File: config.mk
export PLATFORM = sky130hd
export DESIGN_NAME = shcp_top
export DESIGN_NICKNAME = d
export VERILOG_FILES = /design/src/hdl/shcp_top.v /design/src/hdl/shcp_sync.v
export VERILOG_INCLUDE_DIRS = /design/src /design/src/inc
export SDC_FILE = /design/constraint.sdc
export NUM_CORES = 1
export LEC_CHECK = 0
export BUFFER_PORTS_ARGS = -buffer_cell sky130_fd_sc_hd__buf_2
export CAP_MARGIN = 15
export CELL_PAD_IN_SITES_DETAIL_PLACEMENT = 1
export CELL_PAD_IN_SITES_GLOBAL_PLACEMENT = 2
export CORE_AREA = 5 5 157 159
export CTS_CLUSTER_SIZE = 20
export DETAILED_ROUTE_END_ITERATION = 8
export DIE_AREA = 0 0 162 164
export PLACE_DENSITY_LB_ADDON = 0.1
export SKIP_CTS_REPAIR_TIMING = 1
export SLEW_MARGIN = 20
export SYNTH_ARGS = -nofsm -noshare
export SYNTH_HDL_FRONTEND = slang
export SYNTH_HIERARCHICAL = 1
export SYNTH_SLANG_ARGS = --single-unit
File: constraint.sdc
create_clock -name clk_in -period 6.59 [get_ports clk_in]
set_clock_uncertainty 0.2 [all_clocks]
set_input_delay 0.659 -clock clk_in [delete_from_list [all_inputs] [get_ports clk_in]]
set_output_delay 0.659 -clock clk_in [all_outputs]
set_load 0.05 [all_outputs]
File: src/inc/shcp_regs.vh
`ifndef SHCP_REGS_VH
`define SHCP_REGS_VH

// ==========================================================
// Control opcodes
`define SHCP_OP_POR 8'h88
`define SHCP_OP_PARTIAL 8'h8A
`define SHCP_OP_CAP_START 8'h8C
`define SHCP_OP_TEMP_START 8'h8E
`define SHCP_OP_OTP_END 8'h84
`define SHCP_CTRL_NIBBLE 4'h8

// ==========================================================
// Command class prefixes
`define SHCP_SRAM_WR_NIB 4'h9
`define SHCP_SRAM_RD_NIB 4'h1
`define SHCP_OTP_WR_PFX 3'h5
`define SHCP_OTP_RD_PFX 3'h1
`define SHCP_CFG_WR_PFX 2'h3
`define SHCP_RES_RD_PFX 2'h1

// ==========================================================
// Field widths, I2C address and temperature trigger select
`define SHCP_ADDR_W 13
`define SHCP_IDX_W 6
`define SHCP_I2C_PREFIX 5'h14
`define SHCP_TEMP_TRIG_SW 1'h0

// ==========================================================
// I2C link states
`define SHCP_I2C_IDLE 2'h0
`define SHCP_I2C_ADDR 2'h1
`define SHCP_I2C_WR 2'h2
`define SHCP_I2C_RD 2'h3

`endif

File: src/hdl/shcp_top.v
`include "shcp_regs.vh"

// ==========================================================
// Slave-only serial host command port with SPI and I2C links.
module shcp_top (
	input wire clk_in,
	input wire srst_in,
	input wire serial_port_select_pin_in,
	input wire bus_addr_strap_high_in,
	input wire bus_addr_strap_low_in,
	input wire temp_trigger_source_in,
	input wire general_port_zero_in,
	input wire spi_sclk_in,
	input wire spi_mosi_in,
	output wire general_port_one_out,
	output wire general_port_one_oe_out,
	output wire general_ports_spi_owned_out,
	input wire i2c_scl_in,
	input wire i2c_sda_in,
	output wire i2c_sda_out,
	output wire i2c_sda_oe_out,
	output wire por_reset_out,
	output wire partial_reset_out,
	output wire cap_start_out,
	output wire temp_start_out,
	output wire otp_term_out,
	output wire mem_wr_out,
	output wire mem_rd_out,
	output wire mem_otp_out,
	output wire [`SHCP_ADDR_W-1:0] mem_addr_out,
	output wire [7:0] mem_wdata_out,
	input wire [7:0] mem_rdata_in,
	output wire cfg_wr_out,
	output wire [`SHCP_IDX_W-1:0] cfg_index_out,
	output wire [23:0] cfg_data_out,
	output wire res_rd_out,
	output wire [`SHCP_IDX_W-1:0] res_index_out,
	input wire [47:0] res_data_in,
	input wire res_wide_in
);
	wire [7:0] pin_s;
	wire sel_s;
	wire ssn_s;
	wire sclk_s;
	wire mosi_s;
	wire scl_s;
	wire sda_s;
	wire strap_h_s;
	wire strap_l_s;

	// Every used pin input passes two flip-flops first; link select low, slave select high, clocks and data at their idle levels in reset.
	shcp_sync #(.W(8), .RST_VAL(8'h4C)) u_sync (
		.clk_in(clk_in),
		.srst_in(srst_in),
		.async_in({serial_port_select_pin_in, general_port_zero_in, spi_sclk_in, spi_mosi_in,
			i2c_scl_in, i2c_sda_in, bus_addr_strap_high_in, bus_addr_strap_low_in}),
		.sync_out(pin_s)
	);
	assign sel_s = pin_s[7];
	assign ssn_s = pin_s[6];
	assign sclk_s = pin_s[5];
	assign mosi_s = pin_s[4];
	assign scl_s = pin_s[3];
	assign sda_s = pin_s[2];
	assign strap_h_s = pin_s[1];
	assign strap_l_s = pin_s[0];

	// ==========================================================
	// Edge detection on synchronised pins
	reg sel_d_ff;
	reg ssn_d_ff;
	reg sclk_d_ff;
	reg scl_d_ff;
	reg sda_d_ff;

	always @(posedge clk_in) begin
		if (srst_in) begin
			sel_d_ff <= 1'b0;
			ssn_d_ff <= 1'b1;
			sclk_d_ff <= 1'b0;
			scl_d_ff <= 1'b1;
			sda_d_ff <= 1'b1;
		end else begin
			sel_d_ff <= sel_s;
			ssn_d_ff <= ssn_s;
			sclk_d_ff <= sclk_s;
			scl_d_ff <= scl_s;
			sda_d_ff <= sda_s;
		end
	end

	wire spi_en = ~sel_s;
	wire i2c_en = sel_s;
	wire sel_chg = sel_s ^ sel_d_ff;
	wire spi_fall = spi_en & ~ssn_s & sclk_d_ff & ~sclk_s;
	wire spi_rise = spi_en & ~ssn_s & ~sclk_d_ff & sclk_s;
	wire spi_end = spi_en & ~ssn_d_ff & ssn_s;
	wire i2c_start = i2c_en & scl_s & scl_d_ff & sda_d_ff & ~sda_s;
	wire i2c_stop = i2c_en & scl_s & scl_d_ff & ~sda_d_ff & sda_s;
	wire scl_rise = i2c_en & ~scl_d_ff & scl_s;
	wire scl_fall = i2c_en & scl_d_ff & ~scl_s;

	// SPI claims general ports zero and one.
	assign general_ports_spi_owned_out = spi_en;

	// ==========================================================
	// Command state shared by both links
	reg [2:0] byte_idx_ff;
	reg [7:0] op_ff;
	reg [7:0] b1_ff;
	reg [7:0] b2_ff;
	reg [7:0] rd_data_ff;
	reg [47:0] res_data_ff;
	reg res_wide_ff;
	reg rd_wait_ff;
	reg res_wait_ff;

	// class decode from the opcode byte.
	wire cls_sram_rd = (op_ff[7:4] == `SHCP_SRAM_RD_NIB);
	wire cls_otp_rd = (op_ff[7:5] == `SHCP_OTP_RD_PFX);
	wire cls_res_rd = (op_ff[7:6] == `SHCP_RES_RD_PFX);

	// Byte to transmit at the current position of a read.
	reg [7:0] cur_tx;
	always @* begin
		cur_tx = 8'h00;
		if ((cls_sram_rd | cls_otp_rd) && byte_idx_ff == 3'h2) begin
			cur_tx = rd_data_ff;
		end else if (cls_res_rd && res_wide_ff) begin
			case (byte_idx_ff)
				3'h1: cur_tx = res_data_ff[47:40];
				3'h2: cur_tx = res_data_ff[39:32];
				3'h3: cur_tx = res_data_ff[31:24];
				3'h4: cur_tx = res_data_ff[23:16];
				3'h5: cur_tx = res_data_ff[15:8];
				3'h6: cur_tx = res_data_ff[7:0];
				default: cur_tx = 8'h00;
			endcase
		end else if (cls_res_rd) begin
			case (byte_idx_ff)
				3'h1: cur_tx = res_data_ff[23:16];
				3'h2: cur_tx = res_data_ff[15:8];
				3'h3: cur_tx = res_data_ff[7:0];
				default: cur_tx = 8'h00;
			endcase
		end
	end

	// ==========================================================
	// SPI link
	reg [2:0] spi_cnt_ff;
	reg [7:0] spi_sr_ff;
	reg miso_ff;
	reg miso_oe_ff;
	wire [7:0] spi_byte = {spi_sr_ff[6:0], mosi_s};
	wire spi_stb = spi_fall & (spi_cnt_ff == 3'h7);

	// sample on falling edge, shift out on rising, MSB first.
	always @(posedge clk_in) begin
		if (srst_in || sel_chg || spi_end) begin
			spi_cnt_ff <= 3'h0;
			spi_sr_ff <= 8'h00;
			miso_ff <= 1'b0;
		end else begin
			if (spi_fall) begin
				spi_sr_ff <= spi_byte;
				spi_cnt_ff <= spi_cnt_ff + 3'h1;
			end
			if (spi_rise) begin
				miso_ff <= cur_tx[3'h7 - spi_cnt_ff];
			end
		end
	end

	// MISO is driven only while this slave is selected.
	always @(posedge clk_in) begin
		if (srst_in) begin
			miso_oe_ff <= 1'b0;
		end else begin
			miso_oe_ff <= spi_en & ~ssn_s;
		end
	end
	assign general_port_one_out = miso_ff;
	// The enable drops in the same cycle that the link select leaves SPI.
	assign general_port_one_oe_out = miso_oe_ff & spi_en;

	// ==========================================================
	// I2C link
	reg [1:0] i2c_st_ff;
	reg [3:0] i2c_cnt_ff;
	reg [7:0] i2c_sr_ff;
	reg sda_oe_ff;
	reg nxt_ack_hit;
	wire i2c_ack_fall = scl_fall & (i2c_cnt_ff == 4'h8);
	wire addr_match = (i2c_sr_ff[7:3] == `SHCP_I2C_PREFIX) && (i2c_sr_ff[2:1] == {strap_h_s, strap_l_s});
	wire i2c_stb = i2c_ack_fall & (i2c_st_ff == `SHCP_I2C_WR);
	wire i2c_tx_done = i2c_ack_fall & (i2c_st_ff == `SHCP_I2C_RD);

	always @* begin
		nxt_ack_hit = 1'b0;
		if (i2c_st_ff == `SHCP_I2C_ADDR) begin
			nxt_ack_hit = addr_match;
		end else if (i2c_st_ff == `SHCP_I2C_WR) begin
			nxt_ack_hit = 1'b1;
		end
	end

	// I2C bit engine; data moves on SCL low, sampled on SCL rise.
	always @(posedge clk_in) begin
		if (srst_in || sel_chg || i2c_stop) begin
			i2c_st_ff <= `SHCP_I2C_IDLE;
			i2c_cnt_ff <= 4'h0;
			i2c_sr_ff <= 8'h00;
			sda_oe_ff <= 1'b0;
		end else if (i2c_start) begin
			i2c_st_ff <= `SHCP_I2C_ADDR;
			i2c_cnt_ff <= 4'h0;
			sda_oe_ff <= 1'b0;
		end else if (scl_rise && i2c_st_ff != `SHCP_I2C_IDLE) begin
			i2c_cnt_ff <= i2c_cnt_ff + 4'h1;
			if (i2c_cnt_ff < 4'h8) begin
				i2c_sr_ff <= {i2c_sr_ff[6:0], sda_s};
			end else if (i2c_cnt_ff == 4'h8 && i2c_st_ff == `SHCP_I2C_RD && sda_s) begin
				i2c_st_ff <= `SHCP_I2C_IDLE;
			end
		end else if (scl_fall && i2c_st_ff != `SHCP_I2C_IDLE) begin
			if (i2c_cnt_ff == 4'h8) begin
				// low acknowledge after address and written bytes.
				// slave drives only acknowledge bits in writes.
				sda_oe_ff <= nxt_ack_hit;
				if (i2c_st_ff == `SHCP_I2C_ADDR) begin
					// read bit switches to slave transmit.
					i2c_st_ff <= ~addr_match ? `SHCP_I2C_IDLE :
						(i2c_sr_ff[0] ? `SHCP_I2C_RD : `SHCP_I2C_WR);
				end
			end else if (i2c_cnt_ff == 4'h9) begin
				i2c_cnt_ff <= 4'h0;
				sda_oe_ff <= (i2c_st_ff == `SHCP_I2C_RD) & ~cur_tx[7];
			end else if (i2c_st_ff == `SHCP_I2C_RD) begin
				sda_oe_ff <= ~cur_tx[3'h7 - i2c_cnt_ff[2:0]];
			end
		end
	end
	assign i2c_sda_out = 1'b0;
	assign i2c_sda_oe_out = sda_oe_ff;

	// ==========================================================
	// Command decoder and executor
	wire rx_stb = spi_stb | i2c_stb;
	wire [7:0] rx_byte = spi_stb ? spi_byte : i2c_sr_ff;
	wire frame_end = spi_end | i2c_stop | sel_chg;
	reg por_ff;
	reg partial_ff;
	reg cap_ff;
	reg temp_ff;
	reg otp_end_ff;
	reg mem_wr_ff;
	reg mem_rd_ff;
	reg mem_otp_ff;
	reg [`SHCP_ADDR_W-1:0] mem_addr_ff;
	reg [7:0] mem_wdata_ff;
	reg cfg_wr_ff;
	reg [`SHCP_IDX_W-1:0] cfg_idx_ff;
	reg [23:0] cfg_data_ff;
	reg res_rd_ff;
	reg [`SHCP_IDX_W-1:0] res_idx_ff;

	always @(posedge clk_in) begin
		if (srst_in) begin
			byte_idx_ff <= 3'h0;
			op_ff <= 8'h00;
			b1_ff <= 8'h00;
			b2_ff <= 8'h00;
			por_ff <= 1'b0;
			partial_ff <= 1'b0;
			cap_ff <= 1'b0;
			temp_ff <= 1'b0;
			otp_end_ff <= 1'b0;
			mem_wr_ff <= 1'b0;
			mem_rd_ff <= 1'b0;
			mem_otp_ff <= 1'b0;
			mem_addr_ff <= {`SHCP_ADDR_W{1'b0}};
			mem_wdata_ff <= 8'h00;
			cfg_wr_ff <= 1'b0;
			cfg_idx_ff <= {`SHCP_IDX_W{1'b0}};
			cfg_data_ff <= 24'h000000;
			res_rd_ff <= 1'b0;
			res_idx_ff <= {`SHCP_IDX_W{1'b0}};
		end else begin
			por_ff <= 1'b0;
			partial_ff <= 1'b0;
			cap_ff <= 1'b0;
			temp_ff <= 1'b0;
			otp_end_ff <= 1'b0;
			mem_wr_ff <= 1'b0;
			mem_rd_ff <= 1'b0;
			cfg_wr_ff <= 1'b0;
			res_rd_ff <= 1'b0;
			if (frame_end) begin
				byte_idx_ff <= 3'h0;
			end else if (rx_stb) begin
				if (byte_idx_ff != 3'h7) begin
					byte_idx_ff <= byte_idx_ff + 3'h1;
				end
				case (byte_idx_ff)
					3'h0: begin
						op_ff <= rx_byte;
						por_ff <= (rx_byte == `SHCP_OP_POR);
						partial_ff <= (rx_byte == `SHCP_OP_PARTIAL);
						cap_ff <= (rx_byte == `SHCP_OP_CAP_START);
						temp_ff <= (rx_byte == `SHCP_OP_TEMP_START);
						otp_end_ff <= (rx_byte == `SHCP_OP_OTP_END);
						// result read issued after its opcode.
						if (rx_byte[7:6] == `SHCP_RES_RD_PFX) begin
							res_rd_ff <= 1'b1;
							res_idx_ff <= rx_byte[5:0];
						end
					end
					3'h1: begin
						b1_ff <= rx_byte;
						// SRAM or OTP read address complete.
						if (cls_sram_rd) begin
							mem_rd_ff <= 1'b1;
							mem_otp_ff <= 1'b0;
							mem_addr_ff <= {1'b0, op_ff[3:0], rx_byte};
						end else if (cls_otp_rd) begin
							mem_rd_ff <= 1'b1;
							mem_otp_ff <= 1'b1;
							mem_addr_ff <= {op_ff[4:0], rx_byte};
						end
					end
					3'h2: begin
						b2_ff <= rx_byte;
						// write executes once the data byte arrives.
						if (op_ff[7:4] == `SHCP_SRAM_WR_NIB) begin
							mem_wr_ff <= 1'b1;
							mem_otp_ff <= 1'b0;
							mem_addr_ff <= {1'b0, op_ff[3:0], b1_ff};
							mem_wdata_ff <= rx_byte;
						end else if (op_ff[7:5] == `SHCP_OTP_WR_PFX) begin
							mem_wr_ff <= 1'b1;
							mem_otp_ff <= 1'b1;
							mem_addr_ff <= {op_ff[4:0], b1_ff};
							mem_wdata_ff <= rx_byte;
						end
					end
					3'h3: begin
						// config write after 24 parameter bits.
						// config data only ever flows inward.
						if (op_ff[7:6] == `SHCP_CFG_WR_PFX) begin
							cfg_wr_ff <= 1'b1;
							cfg_idx_ff <= op_ff[5:0];
							cfg_data_ff <= {b1_ff, b2_ff, rx_byte};
						end
					end
					default: begin
						b2_ff <= b2_ff;
					end
				endcase
			end else if (i2c_tx_done && byte_idx_ff != 3'h7) begin
				byte_idx_ff <= byte_idx_ff + 3'h1;
			end
		end
	end

	// Read data are captured the cycle after the request.
	always @(posedge clk_in) begin
		if (srst_in) begin
			rd_wait_ff <= 1'b0;
			res_wait_ff <= 1'b0;
			rd_data_ff <= 8'h00;
			res_data_ff <= 48'h000000000000;
			res_wide_ff <= 1'b0;
		end else begin
			rd_wait_ff <= mem_rd_ff;
			res_wait_ff <= res_rd_ff;
			if (rd_wait_ff) begin
				rd_data_ff <= mem_rdata_in;
			end
			if (res_wait_ff) begin
				res_data_ff <= res_data_in;
				res_wide_ff <= res_wide_in;
			end
		end
	end

	assign por_reset_out = por_ff;
	assign partial_reset_out = partial_ff;
	assign cap_start_out = cap_ff;
	assign temp_start_out = temp_ff;
	assign otp_term_out = otp_end_ff;
	assign mem_wr_out = mem_wr_ff;
	assign mem_rd_out = mem_rd_ff;
	assign mem_otp_out = mem_otp_ff;
	assign mem_addr_out = mem_addr_ff;
	assign mem_wdata_out = mem_wdata_ff;
	assign cfg_wr_out = cfg_wr_ff;
	assign cfg_index_out = cfg_idx_ff;
	assign cfg_data_out = cfg_data_ff;
	assign res_rd_out = res_rd_ff;
	assign res_index_out = res_idx_ff;
endmodule // shcp_top

File: src/hdl/shcp_sync.v
// ==========================================================
// Two-stage synchroniser for pins from outside the clock domain.
module shcp_sync #(
	parameter W = 1,
	parameter [W-1:0] RST_VAL = {W{1'b0}}
) (
	input wire clk_in,
	input wire srst_in,
	input wire [W-1:0] async_in,
	output wire [W-1:0] sync_out
);
	reg [W-1:0] meta_ff;
	reg [W-1:0] sync_ff;

	// First stage feeds only the second stage; reset loads the idle pin levels so no false edge follows.
	always @(posedge clk_in) begin
		if (srst_in) begin
			meta_ff <= RST_VAL;
			sync_ff <= RST_VAL;
		end else begin
			meta_ff <= async_in;
			sync_ff <= meta_ff;
		end
	end

	assign sync_out = sync_ff;
endmodule // shcp_sync

== Word level (Yosys, flattened, before mapping) ==
Cells that the tools add are included.
Operators by class
  multiplexer cells: 49
  equality and inequality tests: 35
  order comparisons: 3
  reduce and logical (&&, ||, !) cells: 43
  bitwise gates (word level): 47
  add/subtract/negate cells: 5
Operator list (count)
  13-bit two-way mux: 4
  8-bit two-way mux: 6
  8-bit case mux with 6 select lines: 1
  8-bit == test, second input constant: 5
  13-bit case mux with 2 select lines: 1
  8-bit case mux with 3 select lines: 1
  1-bit bitwise AND: 23
  1-bit two-way mux: 19
  1-bit inverter: 19
  3-bit AND reduction: 6
  4-bit two-way mux: 4
  2-bit nonzero test: 8
  4-bit OR reduction: 4
  3-bit == test, second input constant: 5
  5-bit AND reduction: 3
  2-bit two-way mux: 7
  4-bit == test, second input constant: 3
  4-bit AND reduction: 3
  3-bit nonzero test: 4
  3-bit two-way mux: 3
  3-bit inequality test, second input constant: 3
  1-bit logical AND: 8
  3-bit by 4-bit less-than comparator with 1-bit output, second input constant: 2
  3-bit by 1-bit adder with 3-bit output, second input constant: 2
  22 further kinds: 38
Storage, ports and cells
  register bits: 201
  input port bits: 68
  output and inout port bits: 72
  logic and storage cells: 222

== Depth between registers and ports, before layout ==
Gate-level depths: netlist (run 1).
  depth in word-level cells: 11
  depth in mapped cells: 12
  mapped depth without buffers: 9

== By module ==
The synthesis (run 1) kept the hierarchy.
By module, submodules not included
  shcp_top: instances 1, area each 7922.6 um^2, cells an instance 900, seq. area each 3703.6 um^2
  shcp_sync: instances 1, area each 439.2 um^2, cells an instance 33, seq. area each 320.3 um^2

== Least setup slack after synthesis (run 1) ==
No wires, ideal clock.
  path kind: flip-flop to flip-flop
  from: reg byte_idx_ff[2]
  to: reg miso_ff (netlist: general_port_one_out)
  data required time: 6.269 ns
  stages on the path, launching flop included: 12
  slack: 3.557 ns
  path buffers: 3
  arrival: 2.712 ns
  period minus slack after synthesis: 3.033 ns
  setup time: 0.121 ns
  cells stage by stage: dfxtp_1 -> clkbuf_1 -> clkbuf_1 -> inv_1 -> ha_1 -> clkbuf_1 -> a222oi_1 -> a2bb2oi_1 -> a21oi_1 -> a2111oi_0 -> a21oi_1 -> a2bb2o_1
Between the ends
  cells in the longest elaborated chain, start to end: 7
  elaborated cells between the ends (all ways): 14
  those cells by class: eq/ne: 6; mux: 7; reduce/logical: 1
RTL lines
  from (decl): line shcp_top.v:108  | reg [2:0] byte_idx_ff;
  from (signal assigned): line shcp_top.v:303  | byte_idx_ff <= byte_idx_ff + 3'h1;
  from (signal assigned): line shcp_top.v:361  | byte_idx_ff <= byte_idx_ff + 3'h1;
  3-bit by 2-bit == test with 1-bit output (tied with other cells): line shcp_top.v:130, shcp_top.v:140
  8-bit case mux with 3 select lines: line shcp_top.v:140  | case (byte_idx_ff)
  8-bit two-way mux: line shcp_top.v:139  | end else if (cls_res_rd) begin
  8-bit two-way mux: line shcp_top.v:129  | end else if (cls_res_rd && res_wide_ff) begin
  8-bit two-way mux *: line shcp_top.v:127  | if ((cls_sram_rd | cls_otp_rd) && byte_idx_ff == 3'h2) begin
  1-bit binary-select mux with 3-bit select *: line shcp_top.v:170  | miso_ff <= cur_tx[3'h7 - spi_cnt_ff];
  1-bit two-way mux (not written as such) *: line shcp_top.v:170
  to (signal assigned): line shcp_top.v:170
  to (decl): line shcp_top.v:153  | reg miso_ff;
Mark *: on every way between the ends. The rest lies on a longest branch, timed or not. The select of a mux whose other input is x is not followed.
A chain may end at the register's enable or synchronous reset.

== Final worst setup path (run 1) ==
  from: reg i2c_cnt_ff[3]
  to: reg res_idx_ff[5] (netlist: res_index_out[5])
Between the ends
  cells in the longest elaborated chain, start to end: 5
RTL lines
  from (decl): line shcp_top.v:190  | reg [3:0] i2c_cnt_ff;
  from (signal assigned): line shcp_top.v:220  | i2c_cnt_ff <= i2c_cnt_ff + 4'h1;
  4-bit == test: line shcp_top.v:194  | wire i2c_ack_fall = scl_fall & (i2c_cnt_ff == 4'h8);
  1-bit bitwise AND: line shcp_top.v:194
  1-bit bitwise AND: line shcp_top.v:196  | wire i2c_stb = i2c_ack_fall & (i2c_st_ff == `SHCP_I2C_WR);
  1-bit OR: line shcp_top.v:249  | wire rx_stb = spi_stb | i2c_stb;
  4-bit AND reduction (no line)
  to (signal assigned): line shcp_top.v:288  | res_idx_ff <= {`SHCP_IDX_W{1'b0}};
  to (signal assigned): line shcp_top.v:316  | res_idx_ff <= rx_byte[5:0];
  to (decl): line shcp_top.v:266  | reg [`SHCP_IDX_W-1:0] res_idx_ff;
Every way passes these cells.

==> impl_summary.log, run 1 <==
INFO  metric run_status = finished clean
INFO  metric place.port_buffers = 137
INFO  metric synth-compound-area-share = 0.163
INFO  metric critical-path-top-delay-family = simple AND/OR/NAND/NOR gates
INFO  metric final-setup-viol-count = 0
INFO  metric synth_largest_type_area_fraction = 0.481
INFO  metric hold_path.startpoint = i2c_scl_in
INFO  metric cellLeakagePower = 3.63 nW
INFO  metric async_reset_ff_frac = 0
INFO  metric largest_cells_by_area_after_synthesis = sky130_fd_sc_hd__dfxtp_1 48%, sky130_fd_sc_hd__mux2i_1 9.8%, sky130_fd_sc_hd__nor2_1 6.9%
INFO  metric slowest_library_cell_on_the_worst_path = sky130_fd_sc_hd__and3b_1
INFO  metric post_synth_mux_area_share = 0.0995
INFO  metric finalHoldViolCount = 0
INFO  metric fp.dieH = 164 um
INFO  metric worstMarginPinSlew = 1.09 ns
INFO  metric path_clk_slew = 0.06 ns
INFO  metric met3_length = 1.11 mm
INFO  metric nets_finish = 1,115
INFO  metric routed_via_density = 5.17
INFO  metric synth_xor_area_frac = 0.00628
INFO  metric routedWlPerCell = 17.9 um
INFO  metric most_common_cell_in_the_netlist = sky130_fd_sc_hd__dfxtp_1
INFO  metric dpl.hpwl = 16.7 mm
INFO  metric synth_nets = 1,012
INFO  metric synth_common_cells = 201 x sky130_fd_sc_hd__dfxtp_1, 153 x sky130_fd_sc_hd__nor2_1, 109 x sky130_fd_sc_hd__nand2_1
INFO  metric grt_max_degree = 87
INFO  metric route.met2.wl = 10.8 mm
INFO  metric ioPinCount = 140
INFO  metric remaining_drc_errors = 0
INFO  metric ant_nets = 0
INFO  metric critPathKind = flop to flop
INFO  metric min_path_type = input port to flop
INFO  metric drive_above_1_share = 0.197
INFO  metric clock-sinks = 201
INFO  metric initial_utilization = 0.362
INFO  metric synth-edff-count = 0
INFO  metric relSlewSlack = 0.255
INFO  metric gr-usage-all-layers = 0.176
INFO  metric cp_cell_sequence = nor4b_4 > a32oi_2 > nor4b_2 > and2_1 > and3b_1 > nor2_1 > a211oi_1
INFO  metric r2r_path_end = res_index_out[5]
INFO  metric worstPathRequired = 6.79 ns
INFO  metric hold_end = u_sync/meta_ff[3]
INFO  metric core_region_area = 0.0231 sq mm
INFO  metric fin_crit = 3.60 ns
INFO  metric worstSetupStartpointType = flop
INFO  metric hold_depth = 2
INFO  metric cts_htree_levels = 1
INFO  metric antenna-diode-count = 0
INFO  metric r2r_start = i2c_cnt_ff[3]
INFO  metric yosys.area_share.adder = 0.0165
INFO  metric setup_total_negative_slack = 0 ns
INFO  metric final-max-slew-violation-count = 0
INFO  metric first_iter_violations = 341
INFO  metric end_kind = flop
INFO  metric mappedNetlistArea = 0.00836 sq mm
INFO  metric routabilityCongestion = 0.790
INFO  metric design_power = 2.47 mW
INFO  metric yosys.area_share.simple = 0.190
INFO  metric max_fo_critical_path = 17
INFO  metric grt_remaining_overflow = 0
INFO  metric first_pass_grt_wire_length = 37.8 mm
INFO  metric drt_pass1_iterations = 6
INFO  metric ff2ff_path_depth = 7
INFO  metric finalWirelength = 24.0 mm
INFO  metric die-area = 0.0266 sq mm
INFO  metric synthFlopType = sky130_fd_sc_hd__dfxtp_1
INFO  metric post-route-period-util = 0.547
INFO  metric critical_path.max_stage_delay = 0.64 ns
INFO  metric core.rowCount = 56
INFO  metric tritoncts = built
INFO  metric reg2reg_setup_slack = 2.99 ns
INFO  metric register_area_share_after_synthesis = 0.481
INFO  metric syn-mean-instance-area = 8.96 sq um
INFO  metric route.vias.total = 6,920
INFO  metric power.density = 250 mW/mm^2
INFO  metric achievable-frequency = 278 MHz
INFO  metric fin_worst_hold_slack = 0.140 ns
INFO  metric area.growth.synth_to_final = 18.2%
INFO  metric routedLengthMet1 = 11.7 mm
INFO  metric cts-root-buf = sky130_fd_sc_hd__clkbuf_16
INFO  metric post-synth-top-area-cell = sky130_fd_sc_hd__dfxtp_1
INFO  metric antenna_found_initial = 0
INFO  metric finish.utilization = 0.427
INFO  metric worst-path-buf-inv = 0
INFO  metric top_layer = met4
INFO  metric grt_pass1_vias = 6,794
INFO  metric syn_inst = 933
INFO  metric synth.ff_latch_count = 201
INFO  metric synth_warnings = 6
INFO  metric timing.critical_path.arrival = 3.80 ns
INFO  metric synth.lib_cells_used.distinct = 64
INFO  metric combinational_family_with_the_most_area_after_synthesis = simple AND/OR/NAND/NOR gates
INFO  metric cts_inserted_buffers = 23
INFO  metric ir_drop = 0.128 mV
INFO  metric die-width = 162 um
INFO  metric grt_setup_unrepaired = no
INFO  metric worst_skew_pair.late_latency = 0.50 ns
INFO  metric max_cap_viol_count = 0
INFO  metric max-clock-path-buffers = 3
-- cell type report --
type | instances | area, sq um
clock inverters | 2 | 38.8
repair buffers | 148 | 771
multi-input cells | 650 | 3990
fillers | 2749 | 13200
flip-flops and latches | 201 | 4030
inverters | 12 | 45.0
well taps | 290 | 363
clock buffers | 35 | 651
-- worst max path at each step --
| stage | start | endpoint | cells after the start |
|---|---|---|---|
| after CTS | i2c_cnt_ff[3] | res_index_out[5] | 7 |
| after floorplan | byte_idx_ff[2] | general_port_one_out | 11 |
| final | i2c_cnt_ff[3] | res_index_out[5] | 7 |
| after global placement | i2c_cnt_ff[3] | res_index_out[4] | 7 |
| after global routing | i2c_cnt_ff[3] | res_index_out[4] | 7 |
| after detailed placement | i2c_cnt_ff[3] | res_index_out[5] | 7 |
-- through the flow --
stage	area (sq um)	std cells	setup WS [ns]
finish	9880	1338	2.99
global route	9880	1338	2.62
CTS	9880	1338	2.90
detailed placement	9190	1301	2.92
global placement	9190	1301	2.99
floorplan	8360	933	3.56
-- state kept, by name, indices dropped and copies added (netlist names), 2 cells and up --
name	cells
op_ff	8
u_sync/meta_ff	8
byte_idx_ff	3
cfg_index_out	6
i2c_st_ff	2
i2c_cnt_ff	4
u_sync/sync_out	8
cfg_data_out	24
spi_sr_ff	7
b1_ff	8
res_index_out	6
i2c_sr_ff	8
mem_wdata_out	8
res_data_ff	48
rd_data_ff	8
spi_cnt_ff	3
mem_addr_out	13
b2_ff	8
-- cell usage in the layout (no fill, tap or decap), drive strengths merged, types with 3 or more instances in the layout --
master and instances:
a2111oi 3, a211o 3, a211oi 46, a21o 4, a21oi 68, a221oi 6, a222oi 9, a22o 3
a22oi 8, a31oi 9, and2 3, and2b 6, buf 148, clkbuf 35, dfxtp 201, ha 11
inv 13, mux2i 82, nand2 109, nand2b 4, nand3 10, nand3b 3, nand4 4, nor2 153
nor2b 12, nor3 8, nor4 5, nor4b 4, o2111ai 4, o21ai 26, or2 16, xnor2 4
-- metal layers --
layer  track usage  vias to the layer above
met5             0                        -
met4        0.0361                        0
met3        0.0296                       26
met2         0.283                      152
met1         0.250                     3287
li1              -                     3455
-- power breakdown --
group          leakage [nW]  total [mW]  internal [mW]  switching (mW)
Combinational          1.67      0.0584         0.0222          0.0362
Clock                 0.334        1.19          0.712           0.477
Sequential             1.62        1.23           1.22         0.00443
Total                  3.63        2.47           1.96           0.517
-- logic make-up after synthesis --
group / Yosys count
adders and majority gates: 11
AOI/OAI and AO/OA: 202
DFF: 201
muxes: 83
buffers and inverters: 82
other: 1
xor gates and xnor gates: 6
and+or+nand+nor: 347
Note: power is estimated with default switching activity, not from simulation.
==> inputs of run 2 (changes only) <==
--- a/config.mk
+++ b/config.mk
@@ -6,14 +6,15 @@
 export SDC_FILE = /design/constraint.sdc
 export NUM_CORES = 1
 export LEC_CHECK = 0
+export ABC_AREA = 1
 export BUFFER_PORTS_ARGS = -buffer_cell sky130_fd_sc_hd__buf_2
 export CAP_MARGIN = 15
 export CELL_PAD_IN_SITES_DETAIL_PLACEMENT = 1
 export CELL_PAD_IN_SITES_GLOBAL_PLACEMENT = 2
-export CORE_AREA = 5 5 157 159
+export CORE_AREA = 5 5 179 181
 export CTS_CLUSTER_SIZE = 20
 export DETAILED_ROUTE_END_ITERATION = 8
-export DIE_AREA = 0 0 162 164
+export DIE_AREA = 0 0 184 186
 export PLACE_DENSITY_LB_ADDON = 0.1
 export SKIP_CTS_REPAIR_TIMING = 1
 export SLEW_MARGIN = 20
==> constraint.sdc (replaced) <==
create_clock -name clk_in -period 3 [get_ports clk_in]
set_clock_uncertainty 0.2 [all_clocks]
set_input_delay 0.3 -clock clk_in [delete_from_list [all_inputs] [get_ports clk_in]]
set_output_delay 0.3 -clock clk_in [all_outputs]
set_load 0.05 [all_outputs]
==> run 2 against run 1 <==
Sequential cell count unchanged. Clock power rose to 2.5 times the previous value. Design area up 12%. First-iteration DRC count down 15%. Critical path depth up 9. Total power up 140%. Sequential power up 120%. Critical path type unchanged.
==> impl_summary.log, run 2 <==
INFO  metric combinational_family_with_the_most_area_after_synthesis = simple AND/OR/NAND/NOR gates (unchanged)
INFO  metric final_critical_path_setup_slack = 0.367 ns (was 2.99 ns)
INFO  metric gr-usage-all-layers = 0.161 (was 0.176)
INFO  metric nets_finish = 1,439 (was 1,115)
INFO  metric slowest_library_cell_on_the_worst_path = sky130_fd_sc_hd__dfxtp_1 (was sky130_fd_sc_hd__and3b_1)
INFO  metric end_kind = flop (unchanged)
INFO  metric worstSetupStartpointType = flop (unchanged)
INFO  metric achievable-frequency = 380 MHz (was 278 MHz)
INFO  metric cellLeakagePower = 5.13 nW (was 3.63 nW)
INFO  metric syn-mean-instance-area = 7.27 sq um (was 8.96 sq um)
INFO  metric ir_drop = 0.282 mV (was 0.128 mV)
INFO  metric route.vias.total = 8,053 (was 6,920)
INFO  metric path_clk_slew = 0.06 ns (about the same)
INFO  metric synth.ff_latch_count = 201 (unchanged)
INFO  metric critical_path.max_stage_delay = 0.33 ns (was 0.64 ns)
INFO  metric yosys.area_share.adder = 0.0164 (was 0.0165)
INFO  metric synth.lib_cells_used.distinct = 39 (was 64)
INFO  metric antenna_found_initial = 0 (unchanged)
INFO  metric yosys.area_share.simple = 0.262 (was 0.190)
INFO  metric area.growth.synth_to_final = 31.8% (was 18.2%)
INFO  metric worstMarginPinSlew = 0.796 ns (was 1.09 ns)
INFO  metric routedWlPerCell = 16.1 um (was 17.9 um)
INFO  metric worstPathRequired = 3.19 ns (was 6.79 ns)
INFO  metric drive_above_1_share = 0.172 (was 0.197)
INFO  metric die-area = 0.0342 sq mm (was 0.0266 sq mm)
INFO  metric first_iter_violations = 289 (was 341)
INFO  metric register_area_share_after_synthesis = 0.481 (about the same)
INFO  metric initial_utilization = 0.277 (was 0.362)
INFO  metric grt_max_degree = 61 (was 87)
INFO  metric grt_remaining_overflow = 0 (unchanged)
INFO  metric first_pass_grt_wire_length = 44.3 mm (was 37.8 mm)
INFO  metric min_path_type = input port to flop (unchanged)
INFO  metric regMostFlops = res_data_ff (unchanged)
INFO  metric synth-edff-count = 0 (unchanged)
INFO  metric stdcell_count = 1,770 (was 1,338)
INFO  metric syn_inst = 1,152 (was 933)
INFO  metric finalHoldViolCount = 0 (unchanged)
INFO  metric grt_pass1_vias = 8,022 (was 6,794)
INFO  metric clock-sinks = 201 (unchanged)
INFO  metric max_cap_viol_count = 0 (unchanged)
INFO  metric post-synth-top-area-cell = sky130_fd_sc_hd__dfxtp_1 (unchanged)
INFO  metric critPathMostFrequentCell = sky130_fd_sc_hd__nand2_1
INFO  metric synth-compound-area-share = 0.158 (was 0.163)
INFO  metric tritoncts = built (unchanged)
INFO  metric final-max-slew-violation-count = 0 (unchanged)
INFO  metric fp.dieH = 186 um (was 164 um)
INFO  metric worst_skew_pair.late_latency = 0.52 ns (was 0.50 ns)
INFO  metric design_power = 5.87 mW (was 2.47 mW)
INFO  metric max-clock-path-buffers = 3 (unchanged)
INFO  metric relSlewSlack = 0.465 (was 0.255)
INFO  metric mappedNetlistArea = 0.00837 sq mm (was 0.00836 sq mm)
INFO  metric synth_xor_area_frac = 0.00209 (was 0.00628)
INFO  metric largest_reg_flops = 48 (unchanged)
INFO  metric synthFlopType = sky130_fd_sc_hd__dfxtp_1 (unchanged)
INFO  metric route.met2.wl = 13.5 mm (was 10.8 mm)
INFO  metric final-setup-viol-count = 0 (unchanged)
INFO  metric routabilityCongestion = 0.753 (was 0.790)
INFO  metric cts_htree_levels = 1 (unchanged)
INFO  metric routedLengthMet1 = 13.5 mm (was 11.7 mm)
INFO  metric largest_cells_by_area_after_synthesis = sky130_fd_sc_hd__dfxtp_1 48%, sky130_fd_sc_hd__nor2_1 9.3%, sky130_fd_sc_hd__o21ai_0 8.5% (was sky130_fd_sc_hd__dfxtp_1 48%, sky130_fd_sc_hd__mux2i_1 9.8%, sky130_fd_sc_hd__nor2_1 6.9%)
INFO  metric met3_length = 1.07 mm (was 1.11 mm)
INFO  metric synth_common_cells = 208 x sky130_fd_sc_hd__nor2_1, 201 x sky130_fd_sc_hd__dfxtp_1, 171 x sky130_fd_sc_hd__nand2_1 (was 201 x sky130_fd_sc_hd__dfxtp_1, 153 x sky130_fd_sc_hd__nor2_1, 109 x sky130_fd_sc_hd__nand2_1)
INFO  metric cts_inserted_buffers = 24 (was 23)
INFO  metric finish.utilization = 0.365 (was 0.427)
INFO  metric drt_pass1_iterations = 4 (was 6)
INFO  metric antenna-diode-count = 0 (unchanged)
INFO  metric ant_nets = 0 (unchanged)
INFO  metric placed_area = 0.00958 sq mm (was 0.00919 sq mm)
INFO  metric post-route-period-util = 0.878 (was 0.547)
INFO  metric worst-path-buf-inv = 3 (was 0)
INFO  metric critPathKind = flop to flop (unchanged)
INFO  metric routed_via_density = 4.55 (was 5.17)
INFO  metric layout_common_cells = 208 x sky130_fd_sc_hd__nor2_1, 201 x sky130_fd_sc_hd__dfxtp_1, 171 x sky130_fd_sc_hd__nand2_1 (was 200 x sky130_fd_sc_hd__dfxtp_1, 152 x sky130_fd_sc_hd__nor2_1, 136 x sky130_fd_sc_hd__buf_2)
INFO  metric critical-path-top-delay-family = simple AND/OR/NAND/NOR gates (unchanged)
INFO  metric run_status = finished clean (unchanged)
INFO  metric most_common_cell_in_the_netlist = sky130_fd_sc_hd__nor2_1 (was sky130_fd_sc_hd__dfxtp_1)
INFO  metric post-route-cell-area = 0.0110 sq mm (was 0.00988 sq mm)
INFO  metric ioPinCount = 140 (unchanged)
INFO  metric core.rowCount = 64 (was 56)
INFO  metric place.port_buffers = 137 (unchanged)
INFO  metric post_synth_mux_area_share = 0 (was 0.0995)
INFO  metric core_region_area = 0.0303 sq mm (was 0.0231 sq mm)
INFO  metric fin_crit = 2.63 ns (was 3.60 ns)
INFO  metric synth_largest_type_area_fraction = 0.481 (about the same)
INFO  metric dpl.hpwl = 19.9 mm (was 16.7 mm)
INFO  metric power.density = 532 mW/mm^2 (was 250 mW/mm^2)
INFO  metric async_reset_ff_frac = 0 (unchanged)
INFO  metric fill_cells = 3,763 (was 2,749)
INFO  metric synth_nets = 1,231 (was 1,012)
INFO  metric dp_slack = 0.348 ns (was 2.92 ns)
INFO  metric grt_setup_unrepaired = no (unchanged)
INFO  metric most_common_library_cell_in_the_layout_ignoring_fill_and_taps = sky130_fd_sc_hd__nor2_1 (was sky130_fd_sc_hd__dfxtp_1)
INFO  metric cp_cell_sequence = inv_1 > ha_1 > inv_1 > nor2_4 > nand3_1 > buf_4 > nand3_1 > nand2_1 > nand2_1 > nand2_1 > nor2_1 > nand2_1 > nand3_1 > nand2_1 > nand2_1 > a21oi_1 (was nor4b_4 > a32oi_2 > nor4b_2 > and2_1 > and3b_1 > nor2_1 > a211oi_1)
INFO  metric max_fo_critical_path = 11 (was 17)
INFO  metric cts-root-buf = sky130_fd_sc_hd__clkbuf_16 (unchanged)
INFO  metric setup_total_negative_slack = 0 ns (unchanged)
INFO  metric synth_warnings = 6 (unchanged)
INFO  metric finalWirelength = 28.5 mm (was 24.0 mm)
INFO  metric fin_worst_hold_slack = 0.0243 ns (was 0.140 ns)
INFO  metric top_layer = met4 (unchanged)
INFO  metric die-width = 184 um (was 162 um)
INFO  metric timing.critical_path.arrival = 2.82 ns (was 3.80 ns)
INFO  metric remaining_drc_errors = 0 (unchanged)
INFO  metric number_of_cells_in_the_design_after_placement = 1,665 (was 1,301)
[run 2: changes by cell type in the layout (fill, tap and decap cells not counted), sizes merged, moves of 63 or more]
| cell | delta |
|---|---|
| inv | +95 |
| o21ai | +129 |
| mux2i | -82 |
| nand2 | +63 |
| dlygate4sd3 | +65 |
| nand3 | +88 |
[run 2: power by group]
group | internal (mW) | switching [mW] | leakage (nW) | total [mW]
sequential | 2.68 | 0.00656 | 1.62 | 2.69
combinational | 0.106 | 0.0934 | 3.11 | 0.199
clock | 1.84 | 1.14 | 0.395 | 2.98
total | 4.62 | 1.24 | 5.13 | 5.87
[run 2: routing by layer]
layer  GRT usage  up-vias
met5           0        -
met3      0.0276       31
met1       0.216     3749
met4      0.0373        0
met2       0.272      123
li1            -     4150
[run 2: path summary, 6_finish.rpt]
path / startpoint / to / slack (ns) / depth (start not counted)
worst max-delay path: byte_idx_ff[0] / i2c_sda_oe_out / 0.37 / 16
worst min-delay path: srst_in / res_wait_ff / 0.02 / 2
worst max register to register: byte_idx_ff[0] / i2c_sda_oe_out / 0.37 / 16
worst min register to register: u_sync/meta_ff[0] / u_sync/sync_out[0] / 0.20 / 2
[run 2: cell families after synthesis]
kind of cell,after synthesis
and+or+nand+nor,516
AOI/OAI and AO/OA,255
DFF,201
buffers and inverters,166
adders and majority gates,11
xor gates and xnor gates,2
other,1
[run 2: cell type report]
type / instances / area [sq um] / share of cell area
sequential: 201 / 4020 / 0.365
multi-input combinational: 785 / 3680 / 0.333
timing repair buffer: 238 / 1620 / 0.147
clock buffer: 31 / 678 / 0.0615
tap: 396 / 495 / 0.0449
inverter: 110 / 418 / 0.0379
clock inverter: 9 / 123 / 0.0111
[run 2: worst register-to-register path, stage by stage (launching register included)]
cell and delay [ns]:
sky130_fd_sc_hd__dfxtp_1 0.33, sky130_fd_sc_hd__inv_1 0.11, sky130_fd_sc_hd__ha_1 0.19, sky130_fd_sc_hd__inv_1 0.08, sky130_fd_sc_hd__nor2_4 0.28, sky130_fd_sc_hd__nand3_1 0.33, sky130_fd_sc_hd__buf_4 0.28, sky130_fd_sc_hd__nand3_1 0.11
sky130_fd_sc_hd__nand2_1 0.12, sky130_fd_sc_hd__nand2_1 0.08, sky130_fd_sc_hd__nand2_1 0.04, sky130_fd_sc_hd__nor2_1 0.08, sky130_fd_sc_hd__nand2_1 0.05, sky130_fd_sc_hd__nand3_1 0.07, sky130_fd_sc_hd__nand2_1 0.06, sky130_fd_sc_hd__nand2_1 0.06
sky130_fd_sc_hd__a21oi_1 0.05
==> inputs of run 3 (changes only) <==
--- a/config.mk
+++ b/config.mk
@@ -11,10 +11,11 @@
 export CAP_MARGIN = 15
 export CELL_PAD_IN_SITES_DETAIL_PLACEMENT = 1
 export CELL_PAD_IN_SITES_GLOBAL_PLACEMENT = 2
-export CORE_AREA = 5 5 179 181
+export CORE_AREA = 5 5 176 178
+export CTS_BUF_LIST = sky130_fd_sc_hd__clkbuf_4 sky130_fd_sc_hd__clkbuf_8
 export CTS_CLUSTER_SIZE = 20
 export DETAILED_ROUTE_END_ITERATION = 8
-export DIE_AREA = 0 0 184 186
+export DIE_AREA = 0 0 181 183
 export PLACE_DENSITY_LB_ADDON = 0.1
 export SKIP_CTS_REPAIR_TIMING = 1
 export SLEW_MARGIN = 20
==> run 3 against run 2 <==
Utilization up 0.99 points. Sequential cell count is the same. Sequential share of layout area rose by 0.28 points. Combinational power hardly changed. Final cell count is 0.68% higher. Hold slack better by 0.18 ns.
==> impl_summary.log, run 3 (synthesis gave the netlist of run 2 again) <==
INFO  metric die-width = 181 um (was 184 um)
INFO  metric dpl.hpwl = 19.4 mm (was 19.9 mm)
INFO  metric max_cap_viol_count = 0 (unchanged)
INFO  metric layout_common_cells = 208 x sky130_fd_sc_hd__nor2_1, 201 x sky130_fd_sc_hd__dfxtp_1, 171 x sky130_fd_sc_hd__nand2_1 (unchanged)
INFO  metric fin_crit = 2.53 ns (was 2.63 ns)
INFO  metric clock-sinks = 201 (unchanged)
INFO  metric power.share.clock = 0.479 (was 0.508)
INFO  metric grt_remaining_overflow = 0 (unchanged)
INFO  metric fp.dieH = 183 um (was 186 um)
INFO  metric grt_max_degree = 72 (was 61)
INFO  metric dp_slack = 0.416 ns (was 0.348 ns)
INFO  metric stdcell_count = 1,782 (was 1,770)
INFO  metric setup_total_negative_slack = 0 ns (unchanged)
INFO  metric relSlewSlack = 0.603 (was 0.465)
INFO  metric critPathLaunch = spi_cnt_ff[0] (was byte_idx_ff[0])
INFO  metric drt_pass1_iterations = 4 (unchanged)
INFO  metric fin_worst_hold_slack = 0.203 ns (was 0.0243 ns)
INFO  metric post-route-period-util = 0.843 (was 0.878)
INFO  metric routed_via_density = 4.55 (about the same)
INFO  metric die-area = 0.0331 sq mm (was 0.0342 sq mm)
INFO  metric initial_utilization = 0.286 (was 0.277)
INFO  metric top_layer = met4 (unchanged)
INFO  metric first_iter_violations = 265 (was 289)
INFO  metric core.rowCount = 63 (was 64)
INFO  metric area.growth.synth_to_final = 30.8% (was 31.8%)
INFO  metric end_kind = flop (unchanged)
INFO  metric hold_path.startpoint = u_sync/meta_ff[7] (was srst_in)
INFO  metric route.vias.total = 8,105 (was 8,053)
INFO  metric power.net_switching = 1.24 mW (about the same)
INFO  metric final-setup-viol-count = 0 (unchanged)
INFO  metric max-clock-path-buffers = 3 (unchanged)
INFO  metric internal_power_component = 4.30 mW (was 4.62 mW)
INFO  metric critPathKind = flop to flop (unchanged)
INFO  metric final-max-slew-violation-count = 0 (unchanged)
INFO  metric path_clk_slew = 0.05 ns (was 0.06 ns)
INFO  metric first_pass_grt_wire_length = 44.4 mm (was 44.3 mm)
INFO  metric place.port_buffers = 137 (unchanged)
INFO  metric finalHoldViolCount = 0 (unchanged)
INFO  metric routedLengthMet1 = 13.1 mm (was 13.5 mm)
INFO  metric worstMarginPinSlew = 0.596 ns (was 0.796 ns)
INFO  metric cts_htree_levels = 2 (was 1)
INFO  metric worstSetupStartpointType = flop (unchanged)
INFO  metric finalWirelength = 28.1 mm (was 28.5 mm)
INFO  metric core_region_area = 0.0292 sq mm (was 0.0303 sq mm)
INFO  metric nets_finish = 1,452 (was 1,439)
INFO  metric power.density = 506 mW/mm^2 (was 532 mW/mm^2)
INFO  metric regMostFlops = res_data_ff (unchanged)
INFO  metric ioPinCount = 140 (unchanged)
INFO  metric most_common_library_cell_in_the_layout_ignoring_fill_and_taps = sky130_fd_sc_hd__nor2_1 (unchanged)
INFO  metric number_of_cells_in_the_design_after_placement = 1,657 (was 1,665)
INFO  metric route.met2.wl = 13.4 mm (was 13.5 mm)
INFO  metric achievable-frequency = 395 MHz (was 380 MHz)
INFO  metric timing.critical_path.arrival = 2.79 ns (was 2.82 ns)
INFO  metric routabilityCongestion = 0.787 (was 0.753)
INFO  metric grt_setup_unrepaired = no (unchanged)
INFO  metric worst_skew_pair.late_latency = 0.53 ns (was 0.52 ns)
INFO  metric tritoncts = built (unchanged)
INFO  metric grt_pass1_vias = 8,221 (was 8,022)
INFO  metric worstPathRequired = 3.26 ns (was 3.19 ns)
INFO  metric run_status = finished clean (unchanged)
INFO  metric min_path_type = flop to flop (was input port to flop)
INFO  metric cts-root-buf = sky130_fd_sc_hd__clkbuf_8 (was sky130_fd_sc_hd__clkbuf_16)
INFO  metric max_fo_critical_path = 18 (was 11)
INFO  metric reg2reg_setup_slack = 0.47 ns (was 0.37 ns)
INFO  metric seq_power_share = 0.485 (was 0.458)
INFO  metric ant_nets = 0 (unchanged)
INFO  metric drive_above_1_share = 0.185 (was 0.172)
INFO  metric remaining_drc_errors = 0 (unchanged)
INFO  metric r2r_start = spi_cnt_ff[0] (was byte_idx_ff[0])
INFO  metric final_critical_path_setup_slack = 0.470 ns (was 0.367 ns)
INFO  metric cellLeakagePower = 5.12 nW (was 5.13 nW)
INFO  metric antenna-diode-count = 0 (unchanged)
INFO  metric finish.utilization = 0.374 (was 0.365)
INFO  metric ir_drop = 0.292 mV (was 0.282 mV)
INFO  metric cts_inserted_buffers = 38 (was 24)
INFO  metric largest_reg_flops = 48 (unchanged)
INFO  metric combPwrFrac = 0.036 (was 0.034)
INFO  metric gr-usage-all-layers = 0.163 (was 0.161)
INFO  metric routedWlPerCell = 15.7 um (was 16.1 um)
INFO  metric met3_length = 1.17 mm (was 1.07 mm)
INFO  metric switching_share = 0.225 (was 0.212)
INFO  metric antenna_found_initial = 0 (unchanged)
run 3: per-layer routing:
| layer | track usage | up-vias |
|---|---|---|
| met2 | 0.280 | 125 |
| met3 | 0.0377 | 39 |
| met1 | 0.209 | 3771 |
| met5 | 0 | - |
| met4 | 0.0396 | 0 |
| li1 | - | 4170 |
run 3: layout make-up:
type | count | area [sq um]
fill | 3610 | 18300
clock buffer | 54 | 668
multi-input combinational | 785 | 3680
timing repair buffer | 237 | 1610
inverter | 110 | 418
clock inverter | 5 | 60.1
tap | 390 | 488
sequential | 201 | 4020
run 3: path summary, 6_finish.rpt:
check                                           to  cells after the start
worst min-delay path            u_sync/sync_out[7]                      2
worst min register to register  u_sync/sync_out[7]                      2
worst max register to register    res_index_out[1]                      9
worst max-delay path              res_index_out[1]                      9
run 3: worst max-delay path, cell delays in order, from the launching register on:
cell and delay (ns):
sky130_fd_sc_hd__dfxtp_1 0.49, sky130_fd_sc_hd__ha_1 0.20, sky130_fd_sc_hd__ha_1 0.19, sky130_fd_sc_hd__nand2_4 0.15
sky130_fd_sc_hd__nand2_1 0.09, sky130_fd_sc_hd__o21a_1 0.21, sky130_fd_sc_hd__inv_1 0.22, sky130_fd_sc_hd__nor3_4 0.44
sky130_fd_sc_hd__o21ai_0 0.14, sky130_fd_sc_hd__a21oi_1 0.13
run 3: power groups by stage:
stage	clock [mW]	combinational (mW)	sequential (mW)
2_1_floorplan	0	0.0665	2.74
3_3_place_gp	0	0.133	2.75
3_5_place_dp	0	0.135	2.75
4_1_cts	2.77	0.135	2.69
5_1_grt	2.88	0.219	2.69
6_report	2.65	0.199	2.69
run 3: per-stage QoR:
| step | area (sq um) | power, mW |
|---|---|---|
| floorplan | 8370 | 2.81 |
| global placement | 9560 | 2.88 |
| detailed placement | 9560 | 2.88 |
| CTS | 10300 | 5.59 |
| global route | 10900 | 5.79 |
| finish | 10900 | 5.54 |
